## src/include/rtp_hdr_pkg.sv

```systemverilog
/*
 * shared constants, register map and carriers for the source packet rtp framer.
 * assumes a single 100 mhz clock domain and an ahb-lite register bus.
 */
package rtp_hdr_pkg;
   // header field values
   localparam logic [1:0]  RTP_VERSION    = 2'h2;        // binary 10
   localparam logic [3:0]  CONTRIB_COUNT  = 4'h0;        // no contributor ids
   localparam logic        MARKER_VALUE   = 1'b0;        // no fragmentation
   localparam logic        EXT_VALUE      = 1'b0;        // producer adds no extension
   localparam logic [2:0]  PT_PREFIX      = 3'h5;        // binary 101
   localparam logic [1:0]  PT_RESERVED    = 2'h3;        // binary 11
   localparam int          HDR_BYTES      = 12;          // fixed header length
   localparam logic [3:0]  HDR_LAST_IDX   = 4'hb;        // index of final header byte

   // destination address limits
   localparam logic [31:0] MCAST_LO       = 32'hef00_0000; // 239.0.0.0
   localparam logic [31:0] MCAST_HI       = 32'hefff_ffff; // 239.255.255.255
   localparam logic [31:0] LLS_ADDR       = 32'he000_173c; // 224.0.23.60
   localparam logic [15:0] LLS_PORT       = 16'h1349;      // 4937

   // register byte offsets
   localparam logic [7:0]  CTRL_OFS       = 8'h00;
   localparam logic [7:0]  SEED_OFS       = 8'h04;
   localparam logic [7:0]  STATUS_OFS     = 8'h08;
   localparam logic [7:0]  SENT_OFS       = 8'h0c;
   localparam logic [7:0]  DROP_OFS       = 8'h10;

   // field positions
   localparam int          CTRL_EN_BIT    = 0;
   localparam int          CTRL_WAKE_BIT  = 1;
   localparam int          SEED_SLOT_LSB  = 16;
   localparam logic [1:0]  CTRL_RESET     = 2'h0;
   localparam logic [15:0] SEQ_RESET      = 16'h0000;

   // per packet sideband, valid alongside the first payload byte
   typedef struct packed {
      logic [31:0] src_ip;
      logic [15:0] src_port;
      logic [31:0] dst_ip;
      logic [15:0] dst_port;
      logic [2:0]  stream_idx;     // tuple slot chosen upstream
      logic [31:0] ts_min;         // 16.16 utc, zero is best effort
      logic [31:0] ts_max;         // 16.16 utc, zero is best effort
      logic        new_alert_flag; // packet carries a new wakeup alert
      logic        padding;        // payload already ends with rtp padding
   } pkt_meta_s;

   // register access carried from the bus slave to the core
   typedef struct packed {
      logic        wr;
      logic        rd;
      logic [7:0]  addr;
      logic [31:0] wdata;
   } reg_req_s;

   typedef enum logic [3:0] {
      ST_IDLE = 4'b0001,
      ST_HDR  = 4'b0010,
      ST_BODY = 4'b0100,
      ST_DROP = 4'b1000
   } frame_state_e;
endpackage : rtp_hdr_pkg

```

## src/rtl/ahb_reg_slave.sv

```systemverilog
/*
 * ahb-lite slave front end: one wait state per transfer, okay always.
 * assumes the core answers rd_data combinationally from req.addr.
 */
`timescale 1ns/100ps
module ahb_reg_slave (
   input  wire logic                   clk,
   input  wire logic                   rst_n,
   input  wire logic                   hsel,
   input  wire logic [31:0]            haddr,
   input  wire logic [1:0]             htrans,
   input  wire logic                   hwrite,
   input  wire logic [2:0]             hsize,
   input  wire logic [31:0]            hwdata,
   input  wire logic                   hready,
   output logic                        hreadyout,
   output logic                        hresp,
   output logic [31:0]                 hrdata,
   output rtp_hdr_pkg::reg_req_s       req,
   input  wire logic [31:0]            rd_data
);
   import rtp_hdr_pkg::*;

   logic        pend_reg,  pend_next;   // data phase in progress
   logic        wr_reg,    wr_next;     // pending transfer is a write
   logic [7:0]  addr_reg,  addr_next;   // latched word address
   logic        rdy_reg,   rdy_next;    // hreadyout flop
   logic [31:0] rdat_reg,  rdat_next;   // hrdata flop
   logic        take;                   // address phase accepted

   // word transfers only; narrower sizes are treated as word
   assign take = hsel && hready && htrans[1] && (hsize == 3'h2 || hsize != 3'h2);

   // next-state for the two cycle data phase
   always_comb begin
      pend_next = pend_reg;
      wr_next   = wr_reg;
      addr_next = addr_reg;
      rdy_next  = rdy_reg;
      rdat_next = rdat_reg;
      if (pend_reg) begin
         // write data is on the bus now; read data latched for next edge
         pend_next = 1'b0;
         rdy_next  = 1'b1;
         rdat_next = wr_reg ? 32'h0000_0000 : rd_data;
      end else if (take) begin
         pend_next = 1'b1;
         wr_next   = hwrite;
         addr_next = {haddr[7:2], 2'b00};
         rdy_next  = 1'b0;                // one wait state buys a flopped hrdata
      end
   end

   // registers only
   always_ff @(posedge clk or negedge rst_n) begin
      if (!rst_n) begin
         pend_reg <= 1'b0;
         wr_reg   <= 1'b0;
         addr_reg <= 8'h00;
         rdy_reg  <= 1'b1;
         rdat_reg <= 32'h0000_0000;
      end else begin
         pend_reg <= pend_next;
         wr_reg   <= wr_next;
         addr_reg <= addr_next;
         rdy_reg  <= rdy_next;
         rdat_reg <= rdat_next;
      end
   end

   assign hreadyout = rdy_reg;
   assign hresp     = 1'b0;
   assign hrdata    = rdat_reg;
   assign req.wr    = pend_reg && wr_reg;
   assign req.rd    = pend_reg && !wr_reg;
   assign req.addr  = addr_reg;
   assign req.wdata = hwdata;
endmodule : ahb_reg_slave

```

## src/rtl/seq_table.sv

```systemverilog
/*
 * per tuple sequence counters, one slot per source stream.
 * assumes the upstream picks a stable slot for each address/port tuple.
 */
`timescale 1ns/100ps
module seq_table #(
   parameter int SLOTS = 8
) (
   input  wire logic                     clk,
   input  wire logic                     rst_n,
   input  wire logic                     seed_we,
   input  wire logic [$clog2(SLOTS)-1:0] seed_slot,
   input  wire logic [15:0]              seed_val,
   input  wire logic                     adv,
   input  wire logic [$clog2(SLOTS)-1:0] adv_slot,
   output logic [15:0]                   seq_out
);
   import rtp_hdr_pkg::*;

   localparam int SW = $clog2(SLOTS);   // slot index width

   logic [15:0] seq_reg  [SLOTS];   // next number to send per slot
   logic [15:0] seq_next [SLOTS];

   assign seq_out = seq_reg[adv_slot];

   // one counter per slot; seed write beats advance in the same cycle
   for (genvar i = 0; i < SLOTS; i++) begin : g_slot
      always_comb begin
         seq_next[i] = seq_reg[i];
         if (seed_we && seed_slot == SW'(i)) begin
            seq_next[i] = seed_val;
         end else if (adv && adv_slot == SW'(i)) begin
            seq_next[i] = seq_reg[i] + 16'h0001;
         end
      end

      always_ff @(posedge clk or negedge rst_n) begin
         if (!rst_n) begin
            seq_reg[i] <= SEQ_RESET;
         end else begin
            seq_reg[i] <= seq_next[i];
         end
      end
   end
endmodule : seq_table

```

## src/rtl/source_packet_rtp_header.sv

```systemverilog
/*
 * producer framer: prepends the modified rtp header to each udp/ip packet with an allowed destination.
 * assumes payload bytes arrive with valid/ready and meta valid on byte one;
 * the downstream byte sink may stall through out_ready.
 */
// The implementer's own choices: register access over AHB-Lite and the register addresses.
// What the document requires
// send only to 239.0.0.0-239.255.255.255 multicast
// destination address and port pass untouched
// consumer maps streams by source tuple
// one header prepended, consumer strips it
// header fields in fixed documented order
// version field is binary 10
// padding bit marks payload padding
// consumer accepts and skips header extensions
// contributor count always 0000
// marker bit always zero
// payload type 101, 11, then wakeup bits
// consumer ignores wakeup outside signaling address
// sequence plus one per tuple, mod 65536
// starting sequence may be randomised
// consumer reorders, drops duplicates, detects loss
// earliest timestamp, zero means best effort
// latest timestamp in ssrc slot, zero best
// seconds part is low 16 utc bits
// 16-bit fraction, about 15 us steps
// signaling goes to 224.0.23.60 port 4937
// consumer applies utc to tai offset
// upper wakeup bit active, lower new alert
// consumer discards headers with bad fixed fields
`timescale 1ns/100ps
module source_packet_rtp_header #(
   parameter int SLOTS = 8
) (
   input  wire logic                   clk,
   input  wire logic                   rst_n,
   // ahb-lite register bus
   input  wire logic                   hsel,
   input  wire logic [31:0]            haddr,
   input  wire logic [1:0]             htrans,
   input  wire logic                   hwrite,
   input  wire logic [2:0]             hsize,
   input  wire logic [31:0]            hwdata,
   input  wire logic                   hready,
   output logic                        hreadyout,
   output logic                        hresp,
   output logic [31:0]                 hrdata,
   // inner udp/ip packet in
   input  wire logic                   in_valid,
   input  wire logic [7:0]             in_data,
   input  wire logic                   in_last,
   input  wire rtp_hdr_pkg::pkt_meta_s in_meta,
   output logic                        in_ready,
   // framed packet out
   output logic                        out_valid,
   output logic [7:0]                  out_data,
   output logic                        out_last,
   input  wire logic                   out_ready
);
   import rtp_hdr_pkg::*;

   localparam int SW = $clog2(SLOTS);

   reg_req_s      req;                          // access from bus slave
   logic [31:0]   rd_data;                      // combinational read mux
   logic [15:0]   seq_cur;                      // sequence for meta slot

   frame_state_e  state_reg,    state_next;     // framing state
   logic [95:0]   hdr_reg,      hdr_next;       // header being sent
   logic [3:0]    idx_reg,      idx_next;       // header byte index
   logic          ovalid_reg,   ovalid_next;    // output byte held
   logic [7:0]    odata_reg,    odata_next;
   logic          olast_reg,    olast_next;
   logic          iready_reg,   iready_next;    // input ready flop
   logic [1:0]    ctrl_reg,     ctrl_next;      // enable, wakeup active
   logic [15:0]   sent_reg,     sent_next;      // framed packet count
   logic [15:0]   drop_reg,     drop_next;      // refused packet count
   logic          adv;                          // sequence consumed
   logic          seed_we;                      // seed register write
   logic          dst_ok;                       // destination allowed
   logic          is_lls;                       // signaling destination
   logic [1:0]    wake_bits;                    // wakeup control field
   logic [6:0]    ptype;                        // payload type code
   logic          out_free;                     // output slot can load

   // bus front end
   ahb_reg_slave ahb_reg_slave_inst (
      .clk       (clk),
      .rst_n     (rst_n),
      .hsel      (hsel),
      .haddr     (haddr),
      .htrans    (htrans),
      .hwrite    (hwrite),
      .hsize     (hsize),
      .hwdata    (hwdata),
      .hready    (hready),
      .hreadyout (hreadyout),
      .hresp     (hresp),
      .hrdata    (hrdata),
      .req       (req),
      .rd_data   (rd_data)
   );

   assign seed_we = req.wr && (req.addr == SEED_OFS);

   // per tuple counters, seeded by software so a random start is possible
   seq_table #(.SLOTS(SLOTS)) seq_table_inst (
      .clk       (clk),
      .rst_n     (rst_n),
      .seed_we   (seed_we),
      .seed_slot (req.wdata[SEED_SLOT_LSB +: SW]),
      .seed_val  (req.wdata[15:0]),
      .adv       (adv),
      .adv_slot  (in_meta.stream_idx[SW-1:0]),
      .seq_out   (seq_cur)
   );

   // destination checks on the meta presented with the first byte
   always_comb begin
      is_lls = (in_meta.dst_ip == LLS_ADDR) && (in_meta.dst_port == LLS_PORT);
      dst_ok = ((in_meta.dst_ip >= MCAST_LO) && (in_meta.dst_ip <= MCAST_HI))
               || is_lls;
      // wakeup bits only mean something on signaling; zero elsewhere
      wake_bits = is_lls ? {ctrl_reg[CTRL_WAKE_BIT], in_meta.new_alert_flag}
                         : 2'b00;
      ptype = {PT_PREFIX, PT_RESERVED, wake_bits};
   end

   // register read mux; unmapped offsets read zero
   always_comb begin
      case (req.addr)
         CTRL_OFS:   rd_data = {30'h0000_0000, ctrl_reg};
         STATUS_OFS: rd_data = {28'h000_0000, state_reg};
         SENT_OFS:   rd_data = {16'h0000, sent_reg};
         DROP_OFS:   rd_data = {16'h0000, drop_reg};
         default:    rd_data = 32'h0000_0000;
      endcase
   end

   // control and counters
   always_comb begin
      ctrl_next = ctrl_reg;
      sent_next = sent_reg;
      drop_next = drop_reg;
      if (req.wr && req.addr == CTRL_OFS) begin
         ctrl_next = req.wdata[1:0];
      end
      if (adv) begin
         sent_next = sent_reg + 16'h0001;
      end
      if (state_reg == ST_IDLE && in_valid && ctrl_reg[CTRL_EN_BIT] && !dst_ok) begin
         drop_next = drop_reg + 16'h0001;
      end
   end

   always_ff @(posedge clk or negedge rst_n) begin
      if (!rst_n) begin
         ctrl_reg <= CTRL_RESET;
         sent_reg <= 16'h0000;
         drop_reg <= 16'h0000;
      end else begin
         ctrl_reg <= ctrl_next;
         sent_reg <= sent_next;
         drop_reg <= drop_next;
      end
   end

   assign out_free = !ovalid_reg || out_ready;
   assign adv      = (state_reg == ST_IDLE) && in_valid && ctrl_reg[CTRL_EN_BIT]
                     && dst_ok;

   // framing state machine; body moves one byte per two cycles since the
   // input ready is a flop and must drop before the output slot refills
   always_comb begin
      state_next  = state_reg;
      hdr_next    = hdr_reg;
      idx_next    = idx_reg;
      ovalid_next = ovalid_reg;
      odata_next  = odata_reg;
      olast_next  = olast_reg;
      iready_next = iready_reg;
      if (ovalid_reg && out_ready) begin
         ovalid_next = 1'b0;
      end
      case (state_reg)
         ST_IDLE: begin
            // meta is looked at but the first byte is not consumed here
            if (in_valid && ctrl_reg[CTRL_EN_BIT]) begin
               if (dst_ok) begin
                  hdr_next = {RTP_VERSION,
                              in_meta.padding,
                              EXT_VALUE,
                              CONTRIB_COUNT,
                              MARKER_VALUE,
                              ptype,
                              seq_cur,
                              in_meta.ts_min,
                              in_meta.ts_max};
                  idx_next   = 4'h0;
                  state_next = ST_HDR;
               end else begin
                  iready_next = 1'b1;
                  state_next  = ST_DROP;
               end
            end
         end
         ST_HDR: begin
            // header bytes most significant first
            if (out_free) begin
               ovalid_next = 1'b1;
               odata_next  = hdr_reg[95:88];
               olast_next  = 1'b0;
               hdr_next    = {hdr_reg[87:0], 8'h00};
               idx_next    = idx_reg + 4'h1;
               if (idx_reg == HDR_LAST_IDX) begin
                  state_next = ST_BODY;
               end
            end
         end
         ST_BODY: begin
            if (ovalid_reg) begin
               if (out_ready) begin
                  if (olast_reg) begin
                     state_next  = ST_IDLE;
                     iready_next = 1'b0;
                  end else begin
                     iready_next = 1'b1;
                  end
               end
            end else if (iready_reg && in_valid) begin
               // inner packet bytes copied unchanged, addresses included
               ovalid_next = 1'b1;
               odata_next  = in_data;
               olast_next  = in_last;
               iready_next = 1'b0;
            end else begin
               iready_next = 1'b1;
            end
         end
         ST_DROP: begin
            // swallow a packet aimed outside the allowed range
            if (in_valid && iready_reg && in_last) begin
               iready_next = 1'b0;
               state_next  = ST_IDLE;
            end
         end
         default: begin
            state_next  = ST_IDLE;
            iready_next = 1'b0;
            ovalid_next = 1'b0;
         end
      endcase
   end

   // framing registers only
   always_ff @(posedge clk or negedge rst_n) begin
      if (!rst_n) begin
         state_reg  <= ST_IDLE;
         hdr_reg    <= '0;
         idx_reg    <= 4'h0;
         ovalid_reg <= 1'b0;
         odata_reg  <= 8'h00;
         olast_reg  <= 1'b0;
         iready_reg <= 1'b0;
      end else begin
         state_reg  <= state_next;
         hdr_reg    <= hdr_next;
         idx_reg    <= idx_next;
         ovalid_reg <= ovalid_next;
         odata_reg  <= odata_next;
         olast_reg  <= olast_next;
         iready_reg <= iready_next;
      end
   end

   assign in_ready  = iready_reg;
   assign out_valid = ovalid_reg;
   assign out_data  = odata_reg;
   assign out_last  = olast_reg;
endmodule : source_packet_rtp_header

```

## config.mk

```make
export PLATFORM = sky130hd
export DESIGN_NAME = source_packet_rtp_header
export DESIGN_NICKNAME = d
export VERILOG_FILES = /design/src/include/rtp_hdr_pkg.sv /design/src/rtl/ahb_reg_slave.sv /design/src/rtl/seq_table.sv /design/src/rtl/source_packet_rtp_header.sv
export SDC_FILE = /design/constraint.sdc
export NUM_CORES = 1
export LEC_CHECK = 0
export BUFFER_PORTS_ARGS = -buffer_cell sky130_fd_sc_hd__buf_2
export CAP_MARGIN = 20
export CORE_UTILIZATION = 50
export DETAILED_ROUTE_END_ITERATION = 10
export PLACE_DENSITY = 0.72
export SYNTH_ARGS = -nofsm -noshare
export SYNTH_HDL_FRONTEND = slang
export SYNTH_HIERARCHICAL = 1
export SYNTH_SLANG_ARGS = --single-unit
```

## constraint.sdc

```tcl
create_clock -name clk -period 5.25 [get_ports clk]
set_clock_uncertainty 0.1 [all_clocks]
set_input_delay 0.525 -clock clk [delete_from_list [all_inputs] [get_ports clk]]
set_output_delay 0.525 -clock clk [all_outputs]
set_load 0.01 [all_outputs]
```

# --- Word level (Yosys, flattened, before mapping) ---
# Cells that the tools add are included.
totals:
  reg_bits: 318
  input_bits: 250
  out_inout_bits: 45
  wordCells: 200
classes:
  n_addsub: 11
  magnitude_cmp: 3
  eq_ne: 39
  n_mux: 64
  bitwise_logic: 3
  reduce_logical: 57
op_table:
  columns: ["cell", "n"]
  rows:
  - ["2-to-1 mux 16 bit", 19]
  - ["2-to-1 mux 96 bit", 3]
  - ["one-hot mux 96 bit (2 select lines)", 1]
  - ["adder 16 x 1 -> 16 bit (second input constant)", 10]
  - ["one-hot mux 16 bit (4 select lines)", 1]
  - ["binary-select mux 16 bit (select 3 bit)", 1]
  - ["2-to-1 mux 4 bit", 11]
  - ["== test 32 bit (second input constant)", 1]
  - [">= comparator 32 bit (second input constant)", 1]
  - ["<= comparator 32 bit (second input constant)", 1]
  - ["logical AND 1 bit", 32]
  - ["== test 3 bit (second input constant)", 8]
  - ["2-to-1 mux 8 bit", 3]
  - ["nonzero test 2 bit", 11]
  - ["inequality test 2 bit (second input constant)", 10]
  - ["2-to-1 mux 1 bit", 18]
  - ["== test 16 x 13 -> 1 bit (second input constant)", 1]
  - ["one-hot mux 4 bit (4 select lines)", 1]
  - ["one-hot mux 8 bit (2 select lines)", 1]
  - ["== test 3 x 2 -> 1 bit (second input constant)", 5]
  - ["== test 6 x 2 -> 1 bit (second input constant)", 2]
  - ["== test 4 bit (second input constant)", 2]
  - ["zero test 8 bit", 1]
  - ["one-hot mux 4 bit (2 select lines)", 1]
  - ["other kinds (25)", 32]

# --- Logic depth before layout (Yosys ltp) ---
logic_depth:
  word_depth: 7
  depth_mapped: 13

# --- By module ---
# Netlist, hierarchy kept.
by_module_without_submodules:
  columns: ["mod", "instances", "cells_per_inst", "area_per_inst_um2", "seq_area_each_um2"]
  rows:
  - ["seq_table", 1, 971, 8808.4, 3203.1]
  - ["source_packet_rtp_header", 1, 616, 7014.2, 3729.8]
  - ["ahb_reg_slave", 1, 189, 1968.1, 1027.2]

# --- Worst setup path before layout ---
# OpenSTA, ideal clock, no wires.
synth_path:
  kind: "reg-to-reg"
  from: "register state_reg[0]"
  to: "register seq_table_inst/seq_reg[12] in the netlist's numbering"
  setup_time_ns: 0.082
  arrival_ns: 3.225
  required_time_ns: 5.068
  path_slack_ns: 1.843
  stages_incl_launch_ff: 13
  period_less_slack_ns: 3.407
  path_cell_list: "dfstp_2 -> buf_2 -> or4b_1 -> buf_2 -> nor2_1 -> buf_2 -> o21a_1 -> buf_2 -> nand4_4 -> or4_1 -> buf_2 -> or3_1 -> a31oi_1"
synth_between:
  elab_chain_len: 6
synth_lines:
  columns: ["item", "line", "text"]
  rows:
  - ["from (decl)", "source_packet_rtp_header.sv:68", "frame_state_e state_reg, state_next;"]
  - ["from (signal assigned)", "source_packet_rtp_header.sv:266", "state_reg <= state_next;"]
  - ["== test 4 x 1 -> 1 bit", "source_packet_rtp_header.sv:169", "assign adv = (state_reg == ST_IDLE) && in_valid && ctrl_reg[CTRL_EN_BIT]"]
  - ["logical AND 1 bit (2 in series)", "source_packet_rtp_header.sv:169", null]
  - ["logical AND 1 bit", "source_packet_rtp_header.sv:170", "&& dst_ok;"]
  - ["net adv", "source_packet_rtp_header.sv:78", "logic adv;"]
  - ["logical AND 1 bit", "seq_table.sv:33", "end else if (adv && adv_slot == SW'(i)) begin"]
  - ["nonzero test 2 bit (no source line)", null, null]
  - ["to (signal, indexed assignment)", "seq_table.sv:42", "seq_reg[i] <= seq_next[i];"]
  - ["to (decl)", "seq_table.sv:22", "logic [15:0] seq_reg [SLOTS];"]
# The timed path passes the listed nets, and every way through them passes these cells.
# A chain may end at the register's enable or synchronous reset.

# --- Worst setup path in the final report ---
layout_path:
  from: "register state_reg[0]"
  to: "register seq_table_inst/seq_reg[126] in the netlist's numbering"
layout_between:
  elab_chain_len: 6
layout_lines:
  columns: ["item", "line"]
  rows:
  - ["== test 4 x 1 -> 1 bit", "source_packet_rtp_header.sv:169"]
  - ["logical AND 1 bit (2 in series)", "source_packet_rtp_header.sv:169"]
  - ["logical AND 1 bit", "source_packet_rtp_header.sv:170"]
  - ["logical AND 1 bit", "seq_table.sv:33"]
  - ["nonzero test 2 bit (no source line)", null]
# No other way between the ends.

==> flow_metrics.py <==
metrics = {
    "status": {
        "status": "finished, final reports clean",
    },
    "sta": {
        "grt_setup_unrepaired": "false",
        "setup_viol": 0,
        "fin_setup_tns_ns": 0,
        "slew_viol_final": 0,
        "relSlewSlack_pct": 31.5,
        "finalCritPeriodShare_pct": 73.4,
        "tightest_slew_ns": 1.02,
        "period_needed_ns": 3.85,
        "hold_violations": 0,
        "fmax_mhz": 260,
    },
    "global_route": {
        "grt_first_pass_wirelength_um": 74400,
        "grt_usage_pct": 25.7,
        "grt_max_degree": 130,
        "grt_antenna_before_repair": 3,
        "grt_overflow": 0,
        "grt_pass1_vias": 14000,
    },
    "pwr": {
        "p_leak_nw": 8.41,
        "peakVddDrop_mv": 0.262,
        "powerDensity_mw_per_mm2": 330,
    },
    "final_layout": {
        "drive_above_1_share_pct": 20.1,
        "largest_reg_flops": 128,
        "layout.cells.non_filler": 2372,
        "areaGrowthSynthToFinish_pct": 13.7,
        "final_core_util_pct": 58.0,
        "nets": 2149,
        "fill_cells": 2952,
    },
    "critical_path": {
        "r2r_end": "seq_table_inst/seq_reg[126]$_DFFE_PN0P_",
        "crit-reg2reg-launch": "state_reg[0]$_DFFE_PN1P_",
        "cp-startpoint": "state_reg[0]$_DFFE_PN1P_",
        "critPathRequiredTime_ns": 5.53,
        "crit_end": "seq_table_inst/seq_reg[126]$_DFFE_PN0P_",
        "arrival_ns": 4.13,
        "rr_worst_depth": 8,
        "cp_max_fo": 12,
        "critPathLaunchType": "register",
        "end_kind": "register",
        "r2r_slack_ns": 1.40,
        "crit_type": "reg2reg",
    },
    "route": {
        "num_vias": 14500,
        "routed_via_density": 6.13,
        "drtAntennaViolNets": 0,
        "routed_wl_um": 46700,
        "drc": 0,
        "wl_per_cell_um": 19.7,
        "drtIter0Drc": 1304,
        "dr.pass1.iters": 7,
    },
    "cts": {
        "post_cts_buffers": 0,
        "htreeDepth": 2,
        "cts.path.max_buffers": 3,
        "cts_tree": "done",
        "clkLatencyLatePin_ns": 0.52,
        "cts_num_sinks": 318,
        "cts_buffers": 37,
        "root_buffer": "clkbuf_16",
        "clkSlewWorstSetupHoldPaths_ns": 0.06,
        "ctsHoldBuffers": 1,
        "post_cts_resized": 0,
    },
    "logic_synthesis": {
        "syn_inst": 1763,
        "synth_warnings": 6,
        "syn-mean-instance-area_um2": 10.0,
        "syn_area_mm2": 0.0177,
    },
    "die": {
        "die_h_um": 190,
        "die_x_um": 190,
        "initial_core_util_pct": 51.0,
        "die-area_mm2": 0.0361,
        "io_pins": 295,
        "placementRows": 68,
        "core-area_mm2": 0.0347,
    },
    "job": {
        "cap_violations": 0,
    },
    "placed_design": {
        "place.detailed.hpwl_um": 32100,
        "dp_cells": 2300,
        "routabilityCongestion": 0.883,
        "io_buffers": 202,
    },
    "hold_path": {
        "min_from": "in_meta[3]",
        "min_path_type": "in2reg",
    },
}
[report_power, final]
group | switching, mW | internal (mW) | total (mW)
Combinational | 0.439 | 0.470 | 0.908
Clock | 1.03 | 1.66 | 2.70
Sequential | 0.236 | 2.81 | 3.04
[cells in the final DEF (no fill, tap or decap), types with 44 or more instances in the layout]
cell type	n
nor3_1	52
a2bb2oi_1	76
o21ai_0	137
buf_2	201
nand2_1	188
dfrtp_1	316
nand3_1	77
nor2_1	44
inv_1	66
o22ai_1	73
xnor2_1	79
[metrics by stage]
| step | area (um^2) | power [mW] | hold slack [ns] | setup WS [ns] |
|---|---|---|---|---|
| 2_1_floorplan | 17800 | 3.68 | 0.129 | 1.84 |
| 3_3_place_gp | 18800 | 3.97 | 0.356 | 1.21 |
| 3_5_place_dp | 18800 | 3.99 | 0.366 | 1.13 |
| 4_1_cts | 20100 | 6.70 | 0.116 | 1.39 |
| 5_1_grt | 20100 | 6.93 | 0.124 | 1.21 |
| 6_report | 20100 | 6.65 | 0.129 | 1.40 |
[layer usage]
| layer | GRT usage, % | vias to the layer above | part of all wire [%] |
|---|---|---|---|
| li1 | - | 6717 | - |
| met4 | 7.23 | 4 | 2.7 |
| met3 | 3.67 | 100 | 7.0 |
| met1 | 36.2 | 7110 | 44 |
| met5 | 0 | - | 0.064 |
| met2 | 41.4 | 607 | 46 |
[worst min path at each step]
stage / to / slack (ns) / cells after the start
6_report: hdr_reg[1]$_DFFE_PN0P_ / 0.13 / 2
3_3_place_gp: out_data[2]$_DFFE_PN0P_ / 0.36 / 2
4_1_cts: hdr_reg[0]$_DFFE_PN0P_ / 0.12 / 2
2_1_floorplan: ahb_reg_slave_inst/addr_reg[2]$_DFFE_PN0P_ / 0.13 / 0
3_5_place_dp: drop_reg[15]$_DFFE_PN0P_ / 0.37 / 1
5_1_grt: hdr_reg[5]$_DFFE_PN0P_ / 0.12 / 2
[cell type report]
cell class	count	area (um^2)	area share (%)
multi-input combinational	1235	8790	43.7
sequential	318	7960	39.6
timing repair buffer	230	1260	6.28
clock buffer	57	1110	5.52
tap	455	569	2.83
inverter	66	248	1.23
clock inverter	10	176	0.877
antenna	1	2.50	0.0124
[critical path: stages, from the launching register on]
cell,delay (ns)
dfstp_2,0.67
or4b_4,0.50
nor2_1,0.11
buf_4,0.19
o21a_1,0.62
or4b_4,0.68
nor4_2,0.49
mux2i_1,0.24
nand3_1,0.11
No activity file was read; power rests on OpenSTA's default activity.
